[config.mk]
export PLATFORM = sky130hd
export DESIGN_NAME = wsa_seq
export DESIGN_NICKNAME = d
export VERILOG_FILES = /design/src/wsa_pkg.sv /design/src/wsa_sync_if.sv /design/src/wsa_seq.sv /design/src/wsa_sync.sv
export SDC_FILE = /design/constraint.sdc
export NUM_CORES = 2
export LEC_CHECK = 0
export ABC_AREA = 0
export BUFFER_PORTS_ARGS = -buffer_cell sky130_fd_sc_hd__buf_2
export CAP_MARGIN = 10
export CORE_ASPECT_RATIO = 1.75
export CORE_MARGIN = 1.5
export CORE_UTILIZATION = 50
export DETAILED_ROUTE_END_ITERATION = 16
export HOLD_SLACK_MARGIN = 0.02
export PLACE_DENSITY = 0.66
export SYNTH_ARGS = -nofsm -noshare
export SYNTH_HDL_FRONTEND = slang
export SYNTH_HIERARCHICAL = 1
export SYNTH_SLANG_ARGS = --single-unit
[constraint.sdc]
create_clock -name clk_i -period 3.55 [get_ports clk_i]
set_input_delay 0.5325 -clock clk_i [delete_from_list [all_inputs] [get_ports clk_i]]
set_output_delay 0.5325 -clock clk_i [all_outputs]
set_load 0.03 [all_outputs]
[src/wsa_pkg.sv]
package wsa_pkg;
  localparam int STEP_AW = 4;
  localparam int STEPS = 16;
  localparam int SEG_W = 8;
  localparam int REP_W = 20;
  localparam int ONCE_W = 20;
  localparam logic [REP_W-1:0] REP_MIN = 20'h00001;
  localparam logic [REP_W-1:0] REP_MAX = 20'hF4240;
  localparam logic [ONCE_W-1:0] ONCE_MAX = 20'hF4240;
  localparam logic [STEP_AW-1:0] STEP_FIRST = 4'h0;
  typedef enum logic [1:0] {WSA_ADV_AUTO, WSA_ADV_ONCE, WSA_ADV_STEPPED} wsa_adv_e;
  localparam wsa_adv_e ADV_RESET = WSA_ADV_AUTO;
  typedef enum logic [1:0] {WSA_RUN_CONT, WSA_RUN_TRIG, WSA_RUN_GATED} wsa_run_e;
  typedef enum logic [1:0] {WSA_IDLE, WSA_PLAY} wsa_state_e;
endpackage : wsa_pkg

[src/wsa_sync_if.sv]
`timescale 1ns/1ps
interface wsa_sync_if;
  logic jump_pin;
  logic event_pin;
  logic trig_pin;
  logic gate_pin;
  logic jump_rise;
  logic event_rise;
  logic trig_rise;
  logic gate_lvl;
  modport src (output jump_pin, event_pin, trig_pin, gate_pin, input jump_rise, event_rise, trig_rise, gate_lvl);
  modport snk (input jump_pin, event_pin, trig_pin, gate_pin, output jump_rise, event_rise, trig_rise, gate_lvl);
endinterface : wsa_sync_if

[src/wsa_seq.sv]
`timescale 1ns/1ps
// What this block does
// - auto mode walks the steps from the first to the last step in order, then wraps to the first; triggered run mode returns idle there
// - each step replays its segment repeat-count times before moving on
// - jump-flagged step loops until a jump event, then finishes and advances
// - advance mode resets to auto
// - once mode plays the table loop-count times per start, then returns idle
// - once mode repeats the pass a loop count of 1 to 1,000,000 times
// - in once mode every run mode honours the jump flag
// - stepped mode treats every jump flag as set
// - apply copies the edit table into working table and uses it at once
// - edits without apply stay unused until the function is re-entered
// - continuous, triggered and gated run modes combine with all advance modes
// - continuous: start at once when unarmed, else on bus or event enable, bus abort when armed, idle is first wave
// - triggered: idle is DC, start by panel, bus or trigger, bus abort when armed
// - outside stepped mode, jump flag 0 advances as soon as repeats are done
// - triggered: each trigger gives one playback (loop-count passes in once mode), then waits again
// - gated: output plays only while the gate is true
module wsa_seq (
  input wire logic clk_i,
  input wire logic rst_i,
  input wire logic [1:0] adv_mode_i,
  input wire logic adv_mode_load_i,
  input wire logic [1:0] run_mode_i,
  input wire logic armed_i,
  input wire logic [19:0] once_count_i,
  input wire logic [3:0] last_step_i,
  input wire logic edit_we_i,
  input wire logic [3:0] edit_addr_i,
  input wire logic [7:0] edit_seg_i,
  input wire logic [19:0] edit_rep_i,
  input wire logic edit_jump_i,
  input wire logic apply_i,
  input wire logic func_enter_i,
  input wire logic bus_enable_i,
  input wire logic bus_abort_i,
  input wire logic bus_init_i,
  input wire logic panel_init_i,
  input wire logic jump_pin_i,
  input wire logic event_pin_i,
  input wire logic trig_pin_i,
  input wire logic gate_pin_i,
  input wire logic wave_end_i,
  output logic running_o,
  output logic idle_dc_o,
  output logic [7:0] seg_o,
  output logic [3:0] step_o,
  output logic [1:0] adv_mode_o
);
  localparam int N = wsa_pkg::STEPS;
  typedef struct packed {
    wsa_pkg::wsa_state_e st;
    wsa_pkg::wsa_adv_e adv;
    logic [N-1:0][7:0] e_seg;
    logic [N-1:0][19:0] e_rep;
    logic [N-1:0] e_jmp;
    logic [N-1:0][7:0] w_seg;
    logic [N-1:0][19:0] w_rep;
    logic [N-1:0] w_jmp;
    logic [3:0] w_last;
    logic [3:0] step;
    logic [19:0] rep;
    logic [19:0] once_left;
    logic jump_seen;
    logic idle_dc;
    logic running;
    logic [7:0] seg;
  } wsa_seq_s;
  wsa_seq_s q;
  wsa_seq_s next_q;
  wsa_sync_if sif ();
  assign sif.jump_pin = jump_pin_i;
  assign sif.event_pin = event_pin_i;
  assign sif.trig_pin = trig_pin_i;
  assign sif.gate_pin = gate_pin_i;
  wsa_sync u_sync (
    .clk_i(clk_i),
    .rst_i(rst_i),
    .s(sif.snk)
  );
  logic start;
  logic gate_ok;
  logic need_jump;
  logic step_done;
  logic at_last;
  always_comb begin
    start = 1'b0;
    case (run_mode_i)
      wsa_pkg::WSA_RUN_CONT: start = !armed_i || bus_enable_i || sif.event_rise;
      wsa_pkg::WSA_RUN_TRIG: start = panel_init_i || bus_init_i || sif.trig_rise;
      wsa_pkg::WSA_RUN_GATED: start = sif.gate_lvl;
      default: start = 1'b0;
    endcase
    gate_ok = (run_mode_i != wsa_pkg::WSA_RUN_GATED) || sif.gate_lvl;
    need_jump = (q.adv == wsa_pkg::WSA_ADV_STEPPED) || q.w_jmp[q.step];
    step_done = wave_end_i && (q.rep <= 20'h00001) && (!need_jump || q.jump_seen || sif.jump_rise);
    at_last = q.step == q.w_last;
  end
  always_comb begin
    next_q = q;
    if (adv_mode_load_i && adv_mode_i <= 2'h2) begin
      next_q.adv = wsa_pkg::wsa_adv_e'(adv_mode_i);
    end
    if (edit_we_i) begin
      next_q.e_seg[edit_addr_i] = edit_seg_i;
      next_q.e_rep[edit_addr_i] = (edit_rep_i == 20'h00000) ? wsa_pkg::REP_MIN :
        (edit_rep_i > wsa_pkg::REP_MAX) ? wsa_pkg::REP_MAX : edit_rep_i;
      next_q.e_jmp[edit_addr_i] = edit_jump_i;
    end
    if (apply_i || func_enter_i) begin
      next_q.w_seg = next_q.e_seg;
      next_q.w_rep = next_q.e_rep;
      next_q.w_jmp = next_q.e_jmp;
      next_q.w_last = last_step_i;
      next_q.step = wsa_pkg::STEP_FIRST;
      next_q.rep = next_q.e_rep[0];
      next_q.jump_seen = 1'b0;
    end else if (bus_abort_i && armed_i) begin
      next_q.st = wsa_pkg::WSA_IDLE;
      next_q.step = wsa_pkg::STEP_FIRST;
      next_q.rep = q.w_rep[0];
    end else begin
      case (q.st)
        wsa_pkg::WSA_IDLE: begin
          next_q.jump_seen = 1'b0;
          next_q.rep = q.w_rep[0];
          next_q.step = wsa_pkg::STEP_FIRST;
          next_q.once_left = (once_count_i == 20'h00000) ? 20'h00001 :
            (once_count_i > wsa_pkg::ONCE_MAX) ? wsa_pkg::ONCE_MAX : once_count_i;
          if (start) begin
            next_q.st = wsa_pkg::WSA_PLAY;
          end
        end
        wsa_pkg::WSA_PLAY: begin
          if (!gate_ok) begin
            next_q.st = wsa_pkg::WSA_IDLE;
          end else begin
            if (sif.jump_rise && need_jump) begin
              next_q.jump_seen = 1'b1;
            end
            if (wave_end_i && q.rep > 20'h00001) begin
              next_q.rep = q.rep - 20'h00001;
            end else if (step_done) begin
              next_q.jump_seen = 1'b0;
              next_q.step = at_last ? wsa_pkg::STEP_FIRST : q.step + 4'h1;
              next_q.rep = q.w_rep[at_last ? wsa_pkg::STEP_FIRST : q.step + 4'h1];
              if (at_last && q.adv == wsa_pkg::WSA_ADV_ONCE) begin
                if (q.once_left <= 20'h00001) begin
                  next_q.st = wsa_pkg::WSA_IDLE;
                end else begin
                  next_q.once_left = q.once_left - 20'h00001;
                end
              end else if (at_last && run_mode_i == wsa_pkg::WSA_RUN_TRIG) begin
                next_q.st = wsa_pkg::WSA_IDLE;
              end
            end
          end
        end
        default: next_q.st = wsa_pkg::WSA_IDLE;
      endcase
    end
    next_q.idle_dc = (next_q.st == wsa_pkg::WSA_IDLE) && (run_mode_i != wsa_pkg::WSA_RUN_CONT);
    next_q.running = (next_q.st == wsa_pkg::WSA_PLAY);
    next_q.seg = next_q.w_seg[next_q.step];
  end
  always_ff @(posedge clk_i) begin
    if (rst_i) begin
      q <= '0;
      q.st <= wsa_pkg::WSA_IDLE;
      q.adv <= wsa_pkg::ADV_RESET;
    end else begin
      q <= next_q;
    end
  end
  assign running_o = q.running;
  assign idle_dc_o = q.idle_dc;
  assign seg_o = q.seg;
  assign step_o = q.step;
  assign adv_mode_o = q.adv;
endmodule : wsa_seq

[src/wsa_sync.sv]
`timescale 1ns/1ps
module wsa_sync (
  input wire logic clk_i,
  input wire logic rst_i,
  wsa_sync_if.snk s
);
  typedef struct packed {
    logic [3:0] a;
    logic [3:0] b;
    logic [3:0] c;
    logic [3:0] rise;
    logic [3:0] lvl;
  } wsa_sync_s;
  wsa_sync_s q;
  wsa_sync_s next_q;
  logic [3:0] pins;
  assign pins = {s.gate_pin, s.trig_pin, s.event_pin, s.jump_pin};
  always_comb begin
    next_q = q;
    next_q.a = pins;
    next_q.b = q.a;
    next_q.c = q.b;
    next_q.rise = 4'h0;
    for (int i = 0; i < 4; i++) begin
      if (q.b[i] == q.c[i]) begin
        next_q.rise[i] = q.c[i] & ~q.lvl[i];
        next_q.lvl[i] = q.c[i];
      end
    end
  end
  always_ff @(posedge clk_i) begin
    if (rst_i) begin
      q <= '0;
    end else begin
      q <= next_q;
    end
  end
  assign s.jump_rise = q.rise[0];
  assign s.event_rise = q.rise[1];
  assign s.trig_rise = q.rise[2];
  assign s.gate_lvl = q.lvl[3];
endmodule : wsa_sync

==> results_dict.tcl <==
set metrics [dict create \
    cts_hold_buffers 0 \
    synthCells 4394 \
    fin_crit_sh 0.962 \
    hold_viol 0 \
    power.switching_mw 5.71 \
    critPathTopFamily "compound AO/OA/AOI/OAI gates" \
    syn_to_final_growth_pct 11.9 \
    cts_tree "yes" \
    setup_viol 0 \
    root_buffer "clkbuf_16" \
    max_freq_mhz 293 \
    required_ps 4130 \
    grt_pass1_vias 30940 \
    cts_made_buffers 88 \
    synthesis.nets 4476 \
    synthMuxAreaShare 0.0465 \
    cts.path.max_buffers 3 \
    synth-simple-area-share 0.166 \
    totalWireLength_mm 126 \
    criticalPathCategory "reg2reg" \
    antenna_found_initial 8 \
    gr-total-overflow 0 \
    drt-initial-drc-count 2530 \
    routabilityCongestion 0.927 \
    synth_top_area_cell "dfxtp_1" \
    nFillCells 7048 \
    io_buffers 92 \
    hold_path_class "in2reg" \
    max_cap_violations 0 \
    post_route_cells_drive_above_1_share 0.102 \
    power_frac_comb 0.077 \
    htree_levels 3 \
    ys_warn_count 6 \
    dp_hpwl_mm 78.9 \
    worst-path-buf-inv 2 \
    drc 0 \
    wire_per_inst_um 23.2 \
    synth_area_leaders "dfxtp_1 52%, nand2_1 7.5%, o22a_1 7.1%" \
    ir_worst_vdd_v 0.000430 \
    synth-compound-area-share 0.221 \
    synth_edf_count 0 \
    post-route-util 0.566 \
    grt_pass1_wl_mm 189 \
    first_pass_iters 6 \
    core_area_um2 77500 \
    grt_max_degree 208 \
    die_w_um 215 \
    syn_avg_cell_area_um2 8.93 \
    netlist_area_um2 39300 \
    post_cts_buffers 0 \
    critPathArrivalTime_ps 4000 \
    synth_top_area_share 0.515 \
    finalCriticalPeriod_ps 3410 \
    ios 93 \
    p_int_mw 17.8 \
    crit_slowest_cell "o31ai_1" \
    slew_headroom 0.204 \
    outcome "finished clean" \
    seqCellArea_um2 20200 \
    swShare 0.243 \
    worstPathMaxFanout 23 \
    cp-end-kind "register" \
    async_flop_share 0 \
    multi_input_area_um2 17500 \
    cts_resized 0 \
    synth_fa_ha_area_frac 0.00159 \
    cpPeakStageDelay_ps 560 \
    slew_viol_final 0 \
    clock_latency_ps 690 \
    pwr_density_cell_nw_per_um2 537 \
    clkTransAtPathRegs_ps 70 \
    clock-skew-final_ps 30.5 \
    synth_xor_area_frac 0.00469 \
    avgViaCountPerCell 6.03 \
    worst_slew_pin_slew_ps 1190 \
    cp-start-kind "register" \
    ys_ff_latch 1010 \
    seqPwrFrac 0.503 \
    synth_top_family_by_area "compound AO/OA/AOI/OAI gates" \
    clkSinkCount 1010 \
    rsz0062_at_grt "no" \
    nNetsFinal 4394 \
    start_util 0.506 \
    yosys_most_used_dff "dfxtp_1" \
    ant_nets 0 \
    grt_usage 0.306 \
    ys_seq_area_frac 0.515 \
    num_rows 135 \
    die_area_um2 80300 \
    die_y_um 374 \
    leakage_nw 17.8 \
    power_frac_clock 0.420 \
    route.vias.total 32627 \
    ys_types 78 \
    final.setup.tns_ps 0 \
    crit_chain "xor2_1 -> nor4b_1 -> o31a_1 -> or2_2 -> buf_12 -> a221oi_1 -> nor3_1 -> o31ai_1 -> buf_4 -> o221ai_1 -> and3_1" \
]
==> cells by family (layout without fill, tap and decap cells) <==
kind of cell,Yosys count,count (layout)
and+or+nand+nor,1550,1550
DFF,1010,1010
AOI/OAI and AO/OA,1199,1199
xor gates and xnor gates,21,21
other,0,3
muxes,182,182
adders and majority gates,5,5
buffers and inverters,427,412
==> routing by layer <==
layer	global-route usage	up-vias	wire [um]
li1	-	15389	-
met1	0.341	15889	46900
met2	0.539	992	63300
met3	0.0402	353	6180
met4	0.207	4	9130
met5	0	-	29
==> path summary, 6_finish.rpt <==
check / start / to / slack, ps / cells after the start
worst max-delay path: q[58]$_SDFFE_PP0N_ / q[46]$_SDFFE_PP0P_ / 140 / 11
worst min-delay path: event_pin_i / u_sync/next_q[13]$_SDFF_PP0_ / 60 / 2
worst max register to register: q[58]$_SDFFE_PP0N_ / q[46]$_SDFFE_PP0P_ / 140 / 11
worst min register to register: u_sync/next_q[14]$_SDFF_PP0_ / u_sync/next_q[10]$_SDFF_PP0_ / 430 / 1
==> registers in the layout (all words and copies together), names as in the netlist <==
signal / cells
adv_mode_o: 2
u_sync/s.gate_lvl: 1
running_o: 1
q: 975
seg_o: 8
u_sync/s.jump_rise: 1
u_sync/s.trig_rise: 1
u_sync/q: 7
idle_dc_o: 1
u_sync/next_q: 8
u_sync/s.event_rise: 1
step_o: 4
==> layout make-up <==
| cell class | instances | area share |
|---|---|---|
| sequential | 1010 | 0.460 |
| multi-input combinational | 2957 | 0.398 |
| clock buffer | 128 | 0.0589 |
| timing repair buffer | 239 | 0.0444 |
| tap | 1027 | 0.0293 |
| clock inverter | 29 | 0.00786 |
| inverter | 16 | 0.00137 |
| antenna | 3 | 0.000171 |
==> cells in the final DEF (no fill, tap or decap), types with 18 or more instances in the layout <==
cell type and count:
buf_12 30, buf_2 91, a211oi_1 171, o22a_1 316, mux2i_1 180, clkbuf_1 21, buf_4 117, nand2_1 785
a311oi_1 22, nor2b_1 18, a22oi_1 19, dfxtp_1 1010, clkbuf_16 92, a221oi_1 108, o21ai_0 61, and3_1 32
and2_1 49, nor2_1 454, nand3_1 63, a21oi_1 353, nor3_1 47, o31ai_1 18
==> metrics by stage <==
stage | cells | cell area [um^2] | worst slack [ps] | hold WS [ps] | power, mW
after CTS | 5406 | 43900 | 21.7 | 39.8 | 23.7
after floorplan | 4394 | 39300 | 678 | 414 | 13.2
after global placement | 5249 | 41000 | 93.7 | 421 | 13.9
after global routing | 5407 | 43900 | 3.93 | 74.4 | 24.3
final | 5409 | 43900 | 136 | 63.7 | 23.6
after detailed placement | 5249 | 41000 | 34.1 | 420 | 13.9
==> Yosys cell counts, drive strengths merged, types with 4 or more instances <==
library cell / n
a2111oi: 4
a211o: 7
a211oi: 179
a21boi: 7
a21oi: 356
a221oi: 108
a22oi: 20
a311o: 12
a311oi: 24
a31oi: 17
and2: 49
and3: 32
and3b: 4
buf: 91
clkbuf: 320
dfxtp: 1010
ha: 5
inv: 15
mux2i: 180
nand2: 787
nand2b: 7
nand3: 66
nand3b: 4
nand4: 4
nor2: 469
nor2b: 21
nor3: 50
nor4: 18
o211ai: 17
o21ai: 62
o221ai: 12
o22a: 317
o311a: 5
o311ai: 7
o31ai: 19
o41ai: 5
or2: 4
or3: 17
or4: 7
xnor2: 11
xor2: 10
==> power by group through the flow <==
stage	Clock (mW)	Sequential (mW)	Combinational [mW]
after floorplan	0	12.1	1.19
after global placement	0	12.1	1.78
after detailed placement	0	12.1	1.79
after CTS	10.0	11.9	1.80
after global routing	10.4	11.9	1.95
final	9.89	11.9	1.81
(Power assumes the default switching activity.)
